==> src/hdl/adcm_pkg.sv <==
package adcm_pkg;
  localparam logic [3:0] OFF_INPUT_SELECT = 4'h0;
  localparam logic [3:0] OFF_CONTROL_A = 4'h4;
  localparam logic [3:0] OFF_CONTROL_B = 4'h8;
  localparam logic [3:0] OFF_RESULT = 4'hC;
  localparam logic [7:0] RST_INPUT_SELECT = 8'h00;
  localparam logic [7:0] RST_CONTROL_A = 8'h00;
  localparam logic [7:0] RST_CONTROL_B = 8'h00;
  localparam int REF_LSB = 6;
  localparam int ALIGN_BIT = 5;
  localparam int CHAN_LSB = 0;
  localparam int ENABLE_BIT = 7;
  localparam int START_BIT = 6;
  localparam int AUTO_BIT = 5;
  localparam int FLAG_BIT = 4;
  localparam int IE_BIT = 3;
  localparam int DIV_LSB = 0;
  localparam int TRIG_LSB = 0;
  localparam logic [1:0] REF_INTERNAL = 2'h3;
  localparam logic [4:0] FIRST_CYCLES = 5'h19;
  localparam logic [4:0] NORMAL_CYCLES = 5'h0D;
  localparam logic [4:0] CHAN_BANDGAP = 5'h1E;
  localparam logic [4:0] CHAN_GROUND = 5'h1F;
  localparam logic [1:0] RESP_OKAY = 2'h0;
  localparam logic [1:0] RESP_SLVERR = 2'h2;

  typedef enum logic [1:0] {GAIN_1X, GAIN_10X, GAIN_200X} adcm_gain_e;
  typedef enum logic {ST_IDLE, ST_CONV} adcm_state_e;

  typedef struct packed {
    logic diff;
    logic [2:0] pos;
    logic [2:0] neg;
    logic bandgap;
    logic ground;
    adcm_gain_e gain;
  } adcm_route_s;

  typedef struct packed {
    logic power;
    logic start;
    logic first;
    logic tick;
    logic [1:0] ref_sel;
    logic int_ref_on;
    adcm_route_s route;
  } adcm_core_s;
endpackage : adcm_pkg

==> src/hdl/adcm_route_decode.sv <==
`timescale 1ns/100ps
module adcm_route_decode (
  input wire logic [4:0] chan,
  output adcm_pkg::adcm_route_s route
);
  always_comb begin
    route = '0;
    route.gain = adcm_pkg::GAIN_1X;
    if (chan == adcm_pkg::CHAN_BANDGAP) begin
      route.bandgap = 1'b1;
    end else if (chan == adcm_pkg::CHAN_GROUND) begin
      route.ground = 1'b1;
    end else if (chan[4:3] == 2'b00) begin
      route.pos = chan[2:0];
    end else if (chan[4:3] == 2'b01) begin
      route.diff = 1'b1;
      route.neg = chan[2] ? 3'h2 : 3'h0;
      // Even codes short the negative input onto itself
      route.pos = chan[0] ? (route.neg + 3'h1) : route.neg;
      route.gain = chan[1] ? adcm_pkg::GAIN_200X : adcm_pkg::GAIN_10X;
    end else begin
      route.diff = 1'b1;
      route.pos = chan[2:0];
      route.neg = chan[3] ? 3'h2 : 3'h1;
    end
  end
endmodule : adcm_route_decode

==> src/hdl/adcm_top.sv <==
`timescale 1ns/100ps
// Function
// - reference field picks pin, supply or internal
// - reference and channel changes wait for completion
// - alignment bit left or right adjusts result
// - alignment change remaps result view immediately
// - channel codes select single inputs, bandgap, ground
// - codes 01xxx select gain-stage differential pairs
// - codes 1xxxx below 30 select unity-gain differential pairs
// - enable powers up; clearing aborts conversion
// - start bit launches single or first free-run
// - first conversion 25 cycles, later 13
// - start reads one while busy; zero ignored
// - auto-trigger starts on selected source edge
// - done flag sets with result update
// - interrupt while flag, enable, global enable
// - flag cleared by vector acknowledge or one
// - divider codes give 2 up to 128
// - interrupt enable bit gates the interrupt
// - selection switch from clear to set source triggers
module adcm_top #(
  parameter int ADDR_W = 4
) (
  input wire logic aclk,
  input wire logic aresetn,
  input wire logic ce,
  input wire logic [ADDR_W-1:0] s_axi_awaddr,
  input wire logic s_axi_awvalid,
  output logic s_axi_awready,
  input wire logic [31:0] s_axi_wdata,
  input wire logic [3:0] s_axi_wstrb,
  input wire logic s_axi_wvalid,
  output logic s_axi_wready,
  output logic [1:0] s_axi_bresp,
  output logic s_axi_bvalid,
  input wire logic s_axi_bready,
  input wire logic [ADDR_W-1:0] s_axi_araddr,
  input wire logic s_axi_arvalid,
  output logic s_axi_arready,
  output logic [31:0] s_axi_rdata,
  output logic [1:0] s_axi_rresp,
  output logic s_axi_rvalid,
  input wire logic s_axi_rready,
  input wire logic [7:0] trigger_sources,
  input wire logic cpu_global_irq_enable,
  input wire logic irq_vector_ack,
  input wire logic [9:0] adc_result_in,
  output adcm_pkg::adcm_core_s core_ctrl,
  output logic conversion_done_irq
);
  if (ADDR_W < 4) begin : g_chk
    $error("ADDR_W must be at least 4");
  end
  logic aw_held, w_held;
  logic [ADDR_W-1:0] aw_addr;
  logic [7:0] w_byte;
  logic w_lane0;
  logic next_aw_held, next_w_held, next_awready, next_wready, next_bvalid;
  logic [ADDR_W-1:0] next_aw_addr;
  logic [7:0] next_w_byte;
  logic next_w_lane0;
  logic [1:0] next_bresp, next_rresp;
  logic next_arready, next_rvalid;
  logic [31:0] next_rdata;
  logic [7:0] input_select, ctrl_b, next_input_select, next_ctrl_b;
  logic enable, auto_trig, flag, irq_en, init_pending;
  logic [2:0] divider;
  logic next_enable, next_auto_trig, next_flag, next_irq_en, next_init_pending;
  logic [2:0] next_divider;
  adcm_pkg::adcm_state_e state, next_state;
  logic [6:0] pcnt, next_pcnt;
  logic [4:0] ccnt, next_ccnt, conv_len, next_conv_len;
  logic [9:0] result, next_result;
  logic [7:0] active_sel, next_active_sel;
  logic trig_prev, next_trig_prev;
  adcm_pkg::adcm_core_s next_core;
  logic next_irq;
  adcm_pkg::adcm_route_s route;
  logic wr_fire, wr_map, wr_isel, wr_ca, wr_cb;
  logic [6:0] div_max;
  logic tick, done, trig_level, trig_edge, start_now, first_now, free_run;
  logic [15:0] result_view;
  adcm_route_decode u_decode (
    .chan(next_active_sel[4:0]),
    .route(route)
  );
  assign wr_fire = aw_held && w_held && !s_axi_bvalid;
  assign wr_map = aw_addr[3:0] == adcm_pkg::OFF_INPUT_SELECT
               || aw_addr[3:0] == adcm_pkg::OFF_CONTROL_A
               || aw_addr[3:0] == adcm_pkg::OFF_CONTROL_B
               || aw_addr[3:0] == adcm_pkg::OFF_RESULT;
  assign wr_isel = wr_fire && w_lane0 && aw_addr[3:0] == adcm_pkg::OFF_INPUT_SELECT;
  assign wr_ca = wr_fire && w_lane0 && aw_addr[3:0] == adcm_pkg::OFF_CONTROL_A;
  assign wr_cb = wr_fire && w_lane0 && aw_addr[3:0] == adcm_pkg::OFF_CONTROL_B;
  // Divisor 2 for codes 0 and 1, doubling above
  assign div_max = (divider < 3'h2) ? 7'h01 : 7'((8'h01 << divider) - 8'h01);
  assign tick = (state == adcm_pkg::ST_CONV) && (pcnt == div_max);
  assign done = tick && (ccnt == conv_len - 5'h01) && enable;

  // Source 0 is free running and never yields a level, so never an edge
  assign trig_level = (ctrl_b[2:0] == 3'h0) ? 1'b0 : trigger_sources[ctrl_b[2:0]];
  assign trig_edge = trig_level && !trig_prev;
  assign free_run = auto_trig && ctrl_b[2:0] == 3'h0;

  // Left view places the ten bits at the top of sixteen
  assign result_view = input_select[adcm_pkg::ALIGN_BIT] ? {result, 6'h00}
                                                       : {6'h00, result};

  always_comb begin
    next_aw_held = aw_held;
    next_aw_addr = aw_addr;
    next_w_held = w_held;
    next_w_byte = w_byte;
    next_w_lane0 = w_lane0;
    next_bvalid = s_axi_bvalid;
    next_bresp = s_axi_bresp;
    next_rvalid = s_axi_rvalid;
    next_rresp = s_axi_rresp;
    next_rdata = s_axi_rdata;
    if (s_axi_awvalid && s_axi_awready) begin
      next_aw_held = 1'b1;
      next_aw_addr = s_axi_awaddr;
    end
    if (s_axi_wvalid && s_axi_wready) begin
      next_w_held = 1'b1;
      next_w_byte = s_axi_wdata[7:0];
      next_w_lane0 = s_axi_wstrb[0];
    end
    if (wr_fire) begin
      next_aw_held = 1'b0;
      next_w_held = 1'b0;
      next_bvalid = 1'b1;
      next_bresp = wr_map ? adcm_pkg::RESP_OKAY : adcm_pkg::RESP_SLVERR;
    end else if (s_axi_bvalid && s_axi_bready) begin
      next_bvalid = 1'b0;
    end
    if (s_axi_arvalid && s_axi_arready) begin
      next_rvalid = 1'b1;
      next_rresp = adcm_pkg::RESP_OKAY;
      next_rdata = 32'h0000_0000;
      case (s_axi_araddr[3:0])
        adcm_pkg::OFF_INPUT_SELECT: next_rdata[7:0] = input_select;
        adcm_pkg::OFF_CONTROL_A: next_rdata[7:0] = {enable, state == adcm_pkg::ST_CONV,
                                               auto_trig, flag, irq_en, divider};
        adcm_pkg::OFF_CONTROL_B: next_rdata[7:0] = ctrl_b;
        adcm_pkg::OFF_RESULT: next_rdata[15:0] = result_view;
        default: next_rresp = adcm_pkg::RESP_SLVERR;
      endcase
    end else if (s_axi_rvalid && s_axi_rready) begin
      next_rvalid = 1'b0;
    end
    next_awready = !next_aw_held && !next_bvalid;
    next_wready = !next_w_held && !next_bvalid;
    next_arready = !next_rvalid;
  end

  always_ff @(posedge aclk) begin
    if (!aresetn) begin
      aw_held <= 1'b0;
      aw_addr <= '0;
      w_held <= 1'b0;
      w_byte <= 8'h00;
      w_lane0 <= 1'b0;
      s_axi_awready <= 1'b0;
      s_axi_wready <= 1'b0;
      s_axi_bvalid <= 1'b0;
      s_axi_bresp <= 2'h0;
      s_axi_arready <= 1'b0;
      s_axi_rvalid <= 1'b0;
      s_axi_rresp <= 2'h0;
      s_axi_rdata <= 32'h0000_0000;
    end else if (ce) begin
      aw_held <= next_aw_held;
      aw_addr <= next_aw_addr;
      w_held <= next_w_held;
      w_byte <= next_w_byte;
      w_lane0 <= next_w_lane0;
      s_axi_awready <= next_awready;
      s_axi_wready <= next_wready;
      s_axi_bvalid <= next_bvalid;
      s_axi_bresp <= next_bresp;
      s_axi_arready <= next_arready;
      s_axi_rvalid <= next_rvalid;
      s_axi_rresp <= next_rresp;
      s_axi_rdata <= next_rdata;
    end
  end

  always_comb begin
    next_input_select = wr_isel ? w_byte : input_select;
    next_ctrl_b = wr_cb ? {5'h00, w_byte[2:0]} : ctrl_b;
    next_enable = wr_ca ? w_byte[adcm_pkg::ENABLE_BIT] : enable;
    next_auto_trig = wr_ca ? w_byte[adcm_pkg::AUTO_BIT] : auto_trig;
    next_irq_en = wr_ca ? w_byte[adcm_pkg::IE_BIT] : irq_en;
    next_divider = wr_ca ? w_byte[2:0] : divider;
    next_trig_prev = trig_level;
    next_state = state;
    next_pcnt = pcnt;
    next_ccnt = ccnt;
    next_conv_len = conv_len;
    next_result = result;
    next_init_pending = init_pending || (next_enable && !enable);
    first_now = next_init_pending;
    // Start bit written as zero is simply not looked at
    start_now = 1'b0;
    if (next_enable && state == adcm_pkg::ST_IDLE) begin
      start_now = (wr_ca && w_byte[adcm_pkg::START_BIT])
               || (auto_trig && trig_edge);
    end
    if (done && free_run && next_enable) begin
      start_now = 1'b1;
    end
    if (tick) begin
      next_pcnt = 7'h00;
      next_ccnt = ccnt + 5'h01;
    end else if (state == adcm_pkg::ST_CONV) begin
      next_pcnt = pcnt + 7'h01;
    end
    if (done) begin
      next_result = adc_result_in;
      next_state = adcm_pkg::ST_IDLE;
    end
    if (start_now) begin
      next_state = adcm_pkg::ST_CONV;
      next_pcnt = 7'h00;
      next_ccnt = 5'h00;
      next_conv_len = first_now ? adcm_pkg::FIRST_CYCLES : adcm_pkg::NORMAL_CYCLES;
      next_init_pending = 1'b0;
    end
    if (!next_enable) begin
      next_state = adcm_pkg::ST_IDLE;
      next_init_pending = 1'b0;
    end
    // Selections track the register only between conversions
    next_active_sel = (next_state == adcm_pkg::ST_IDLE || start_now)
                    ? next_input_select : active_sel;
    next_flag = flag;
    if (irq_vector_ack || (wr_ca && w_byte[adcm_pkg::FLAG_BIT])) begin
      next_flag = 1'b0;
    end
    if (done) begin
      next_flag = 1'b1;
    end
    next_irq = next_flag && next_irq_en && cpu_global_irq_enable;
    next_core.power = next_enable;
    next_core.start = start_now;
    next_core.first = start_now && first_now;
    next_core.tick = tick;
    next_core.ref_sel = next_active_sel[7:6];
    next_core.int_ref_on = next_active_sel[7:6] == adcm_pkg::REF_INTERNAL;
    next_core.route = route;
  end

  always_ff @(posedge aclk) begin
    if (!aresetn) begin
      input_select <= adcm_pkg::RST_INPUT_SELECT;
      ctrl_b <= adcm_pkg::RST_CONTROL_B;
      enable <= adcm_pkg::RST_CONTROL_A[adcm_pkg::ENABLE_BIT];
      auto_trig <= adcm_pkg::RST_CONTROL_A[adcm_pkg::AUTO_BIT];
      flag <= adcm_pkg::RST_CONTROL_A[adcm_pkg::FLAG_BIT];
      irq_en <= adcm_pkg::RST_CONTROL_A[adcm_pkg::IE_BIT];
      divider <= adcm_pkg::RST_CONTROL_A[2:0];
      init_pending <= 1'b0;
      state <= adcm_pkg::ST_IDLE;
      pcnt <= 7'h00;
      ccnt <= 5'h00;
      conv_len <= adcm_pkg::NORMAL_CYCLES;
      result <= 10'h000;
      active_sel <= adcm_pkg::RST_INPUT_SELECT;
      trig_prev <= 1'b0;
      core_ctrl <= '0;
      conversion_done_irq <= 1'b0;
    end else if (ce) begin
      input_select <= next_input_select;
      ctrl_b <= next_ctrl_b;
      enable <= next_enable;
      auto_trig <= next_auto_trig;
      flag <= next_flag;
      irq_en <= next_irq_en;
      divider <= next_divider;
      init_pending <= next_init_pending;
      state <= next_state;
      pcnt <= next_pcnt;
      ccnt <= next_ccnt;
      conv_len <= next_conv_len;
      result <= next_result;
      active_sel <= next_active_sel;
      trig_prev <= next_trig_prev;
      core_ctrl <= next_core;
      conversion_done_irq <= next_irq;
    end
  end

  // Tick count since start, read only by the checks below
  logic [4:0] ast_ticks;
  always_ff @(posedge aclk) begin
    if (!aresetn || (ce && start_now)) begin
      ast_ticks <= 5'h00;
    end else if (ce && tick) begin
      ast_ticks <= ast_ticks + 5'h01;
    end
  end
endmodule : adcm_top

==> config.mk <==
export PLATFORM = sky130hd
export DESIGN_NAME = adcm_top
export DESIGN_NICKNAME = d
export VERILOG_FILES = /design/src/hdl/adcm_pkg.sv /design/src/hdl/adcm_route_decode.sv /design/src/hdl/adcm_top.sv
export SDC_FILE = /design/constraint.sdc
export NUM_CORES = 1
export LEC_CHECK = 0
export BUFFER_PORTS_ARGS = -buffer_cell sky130_fd_sc_hd__buf_2
export CORE_MARGIN = 1.5
export CORE_UTILIZATION = 40
export CTS_CLUSTER_DIAMETER = 100
export DETAILED_ROUTE_END_ITERATION = 16
export SLEW_MARGIN = 15
export SYNTH_ARGS = -nofsm -noshare
export SYNTH_HDL_FRONTEND = slang
export SYNTH_HIERARCHICAL = 1
export SYNTH_SLANG_ARGS = --single-unit
==> constraint.sdc <==
create_clock -name aclk -period 3.2 [get_ports aclk]
set_input_delay 0 -clock aclk [delete_from_list [all_inputs] [get_ports aclk]]
set_output_delay 0 -clock aclk [all_outputs]
set_load 0.02 [all_outputs]
### Word level (Yosys, flattened, before mapping)

Cells that the tools add are included.

| word-level totals | value |
|---|---|
| output and inout port bits | 60 |
| bits of input ports | 72 |
| logic and storage cells | 175 |
| flip-flop bits (word level) | 114 |

| operators by class | value |
|---|---|
| shift-type cells | 1 |
| bitwise logic cells | 2 |
| magnitude comparators | 2 |
| reductions and logical operators | 60 |
| mux-type cells | 52 |
| add/sub/neg operators | 5 |
| equality and inequality tests | 12 |

Operators with widths:

| cell | number |
|---|---|
| 7-bit two-way mux | 6 |
| 8-bit case mux with 4 select lines | 1 |
| 1-bit logical AND | 28 |
| 1-bit two-way mux | 24 |
| 8-bit two-way mux | 3 |
| 2-bit AND reduction | 11 |
| 4-bit equality test, second input constant | 4 |
| 16-bit two-way mux | 1 |
| 2-bit two-way mux | 8 |
| 5-bit two-way mux | 3 |
| 3-bit two-way mux | 4 |
| 5-bit equality test, second input constant | 2 |
| 4-bit by 3-bit equality test with 1-bit output, second input constant | 2 |
| 4-bit zero test | 2 |
| 7-bit by 1-bit adder with 7-bit output, second input constant | 1 |
| 7-bit equality test | 1 |
| 1-bit zero test | 7 |
| 1-bit logical OR | 7 |
| 1-bit by 3-bit << shifter with 7-bit output, first input constant | 1 |
| 7-bit by 1-bit subtractor with 7-bit output, second input constant | 1 |
| 6-bit two-way mux | 1 |
| 5-bit by 1-bit adder with 5-bit output, second input constant | 1 |
| 5-bit equality test | 1 |
| 5-bit by 1-bit subtractor with 5-bit output, second input constant | 1 |
| other kinds (12) | 13 |

### Longest topological paths before layout

| logic depth | value |
|---|---|
| depth after elaboration | 22 |
| gate-level depth with buffers | 12 |
| mapped depth without buffers | 11 |

### Hierarchy

The synthesis kept the hierarchy.

Modules (own cells, without submodules):

| module | area an instance (sq um) | cells an instance | sequential area each (sq um) | times used |
|---|---|---|---|---|
| adcm_top | 4,860.9 | 556 | 2,122.0 | 1 |
| adcm_route_decode | 105.1 | 19 | 0.0 | 1 |

### Least setup slack after synthesis

No wires, ideal clock.

| path | value |
|---|---|
| kind | reg2reg |
| from | register divider[2] |
| to | register core_ctrl[8] (netlist name) |
| required time | 3.072 ns |
| path buffers | 1 |
| cell stages (with the launch flop) | 11 |
| setup slack | 0.459 ns |
| setup time | 0.128 ns |
| data arrival time | 2.614 ns |
| clock period less this slack | 2.741 ns |
| cell sequence | dfxtp_1 > clkbuf_1 > o21ai_0 > a311oi_1 > nor3_4 > nor2_2 > mux2_2 > nor2b_1 > a22o_1 > mux2i_1 > nor2_1 |

RTL lines:

| element | line | text |
|---|---|---|
| start: declaration | adcm_top.sv:67 | `logic [2:0] divider;` |
| start signal: assignment | adcm_top.sv:262 | `divider <= adcm_pkg::RST_CONTROL_A[2:0];` |
| start signal: assignment | adcm_top.sv:280 | `divider <= next_divider;` |
| end signal: assignment | adcm_top.sv:289 | `core_ctrl <= next_core;` |
| end: declaration | adcm_top.sv:48 | `output adcm_pkg::adcm_core_s core_ctrl,` |

==> out/results.tsv <==
metric	value	unit
Mean Syn Cell Area	8.64	um^2
Fin Setup TNS	0	ns
clk_lat worst skew	0.35	ns
Critical Path End Type	register	
Clock Pin Slew Worst Setup and Hold Paths	0.07	ns
fmax	354	MHz
synthesized netlist cell count	575	
CP Buf/Inv Count	0	
CTS H-Tree Depth	3	
post-CTS sizing	0	
RSZ-0062 raised after global routing	false	
PD cells	454	nW/um^2
sequential share of power	0.492	
antenna diode count	0	
initial core utilization	0.412	
period utilisation layout	0.883	
Crit path arrival time	3.03	ns
CP delay by family, top	simple AND/OR/NAND/NOR gates	
gr busiest metal	met2	
clock power share	0.436	
critical path peak fanout	9	
CP required	3.40	ns
slew margin rel.	0.379	
Yosys Warn Count	6	
leakage power	0.00265	uW
layout cell share with drive strength beyond 1	0.195	
Hold Fails Final Rpt	0	
first-pass GRT wire length	19500	um
EDFF count, synth	0	
vias per cell	5.13	
gr ovfl total	0	
worst vdd ir	0.000362	V
Worst setup startpoint	divider[1]	
CP Class	reg2reg	
switching pwr	626	uW
element type at the critical path start	register	
Max stage delay on crit path	0.46	ns
TritonCTS clock tree	built	
met1 Use GR	0.239	
Sink Count	106	
die height	114	um
GRT Util Overall	0.185	
cell count along the critical path	11	
synthesis-to-finish area growth	21.8	%
core area	12100	um^2
row cnt	40	
initial drt markers	203	
Hold WC Path Type	in2reg	
final wirelength	11600	um
Top-Level Pins	132	
Critical path destination	core_ctrl[7]	
outcome	finished clean	
Sw Share	0.228	
FF-to-FF End	core_ctrl[7]	
Max-Cap Viols	0	
Clock Skews	0.0103	ns
final setup fails	0	
DR DRC count	0	
ANT nets after route	0	
Post-DP HPWL	8340	um
Die Wd	114	um
post-synthesis cell area	4970	um^2
combinational share of power	0.072	
worst path cell trace	and2_1 -> or4_1 -> a211o_1 -> nor3_4 -> nor2_2 -> mux2_2 -> and3_1 -> nand2_1 -> and2_1 -> mux2i_1 -> nor2_1	
Synth cell types	58	
met2 global-route usage	0.314	
final instance area	6050	um^2
internal power	2120	uW
TritonCTS buffer count	9	
gpl congestion	0.787	
routed len/inst	13.8	um
Die Area	13100	um^2
Worst path most repeated cell	and2_1	
GR Util met3	0.0328	
clock root cell	clkbuf_16	
Layout Nets	747	
Max Slew Vio Count	0	
asr flop ratio synth	0	
Placement Cell Area	5460	um^2
ys flop type	dfxtp_1	
initial antenna violation count	0	
Max clock buf depth	2	
Crit-path slowest cell	or4_1	
via count	4337	
largest net degree at the start of global routing	51	
flops & latches, synth	106	
worst reg2reg setup slack	0.37	ns
vias in the first global route	4135	
reg2reg start	divider[1]	
Tightest Pin Transition	0.931	ns
input/output buffers	85	
DR pass1 iterations	4	
worst reg2reg path depth	11	
Min Clock Period, post-route	2.83	ns
sequential area share after synthesis	0.427	
## through the flow
stage	instances	util	total power (uW)	setup WS, ns	hold slack [ns]
floorplan	592	-	1510	0.459	0.136
detailed placement	803	0.453	1560	0.372	0.240
global route	845	0.502	2840	0.169	0.0344
global placement	803	0.453	1550	0.403	0.230
finish	845	0.502	2750	0.373	0.0234
CTS	845	0.502	2770	0.375	0.00187
## cells by family after synthesis
group / Yosys count / share of synthesized area
AOI/OAI and AO/OA: 102 / 0.135
xor gates and xnor gates: 11 / 0.0194
adders and majority gates: 3 / 0.00756
buffers and inverters: 64 / 0.0675
DFF: 106 / 0.427
muxes: 64 / 0.135
other: 2 / 0.00151
and+or+nand+nor: 223 / 0.207
## cells in the final DEF (no fill, tap or decap), types with 19 or more instances in the layout
cell type | Yosys | layout
buf_2 | 3 | 85
nor2_1 | 93 | 93
conb_1 | 2 | 19
a21oi_1 | 28 | 28
mux2i_1 | 50 | 50
nand3_1 | 25 | 25
dfxtp_1 | 106 | 106
nand2_1 | 53 | 53
dlygate4sd3_1 | 0 | 26
o21ai_0 | 19 | 19
## synthesized netlist by cell type, types with 2 or more instances
library cell	n	area share
inv_1	12	0.0091
and3_1	5	0.0063
buf_2	3	0.0030
a211oi_1	8	0.012
o2bb2ai_1	2	0.0035
nand2_1	53	0.040
nor2_1	93	0.070
dfxtp_1	106	0.43
a311oi_1	2	0.0035
mux2_2	13	0.029
a21o_1	2	0.0030
or4_1	2	0.0030
a22o_1	4	0.0071
o211ai_1	3	0.0045
nor4_1	3	0.0038
clkbuf_1	25	0.019
a21oi_1	28	0.028
a31oi_1	2	0.0025
nor2b_1	6	0.0076
or3_1	2	0.0025
o21ai_0	19	0.019
xor2_1	6	0.011
xnor2_1	5	0.0088
nand4_1	3	0.0038
a221o_1	3	0.0060
mux2i_1	50	0.10
buf_4	22	0.033
nor3_1	9	0.0091
ha_1	3	0.0076
o21a_1	3	0.0045
conb_1	2	0.0015
and2_1	7	0.0088
o31ai_1	3	0.0045
a22oi_1	15	0.023
nand3b_1	2	0.0030
nand3_1	25	0.025
nand2b_1	3	0.0038
## power groups by stage
stage | sequential (uW) | clock (uW) | combinational [uW]
floorplan | 1390 | 0 | 125
global placement | 1380 | 0 | 172
detailed placement | 1380 | 0 | 174
CTS | 1350 | 1220 | 199
global route | 1350 | 1270 | 219
finish | 1350 | 1200 | 199
## timing repair
action / in CTS / in global routing
setup buffers: 0 / 0
endpoints found under the hold margin: 26 / 0
hold buffers: 26 / 0
## flip-flops by register name, summed over array words and instances (netlist names), 2 cells and up, named ones only
register and count:
core_ctrl 17, s_axi_rdata 16, result 10, w_byte 8, input_select 7, pcnt 7, active_sel 5, ccnt 5
aw_addr 4, ctrl_b 3, divider 3, conv_len 2
## worst min-delay path by stage
stage,from,endpoint,slack [ns],depth (start not counted)
finish,s_axi_rready,s_axi_rvalid,0.02,4
global route,cpu_global_irq_enable,conversion_done_irq,0.03,4
CTS,cpu_global_irq_enable,conversion_done_irq,0.002,4
detailed placement,s_axi_awaddr[1],aw_addr[1],0.24,3
global placement,s_axi_awaddr[1],aw_addr[1],0.23,3
floorplan,s_axi_wstrb[0],w_lane0,0.14,2
## final cells by class
type / instances / area [um^2]
tap: 168 / 210
clock buffer: 10 / 239
fill: 1147 / 6010
inverter: 12 / 45.0
multi-input combinational: 422 / 2570
clock inverter: 6 / 87.6
sequential: 106 / 2120
timing repair buffer: 121 / 773
## metal layers
layer / part of all wire / vias up
met5: 0 / -
met1: 0.47 / 2046
li1: - / 2164
met3: 0.042 / 17
met2: 0.48 / 110
met4: 0.015 / 0
## tightest hold or removal path: stages
cell	delay [ns]
buf_2	0.08
inv_1	0.04
o21ai_0	0.13
a21oi_1	0.07
(Power assumes the default switching activity.)
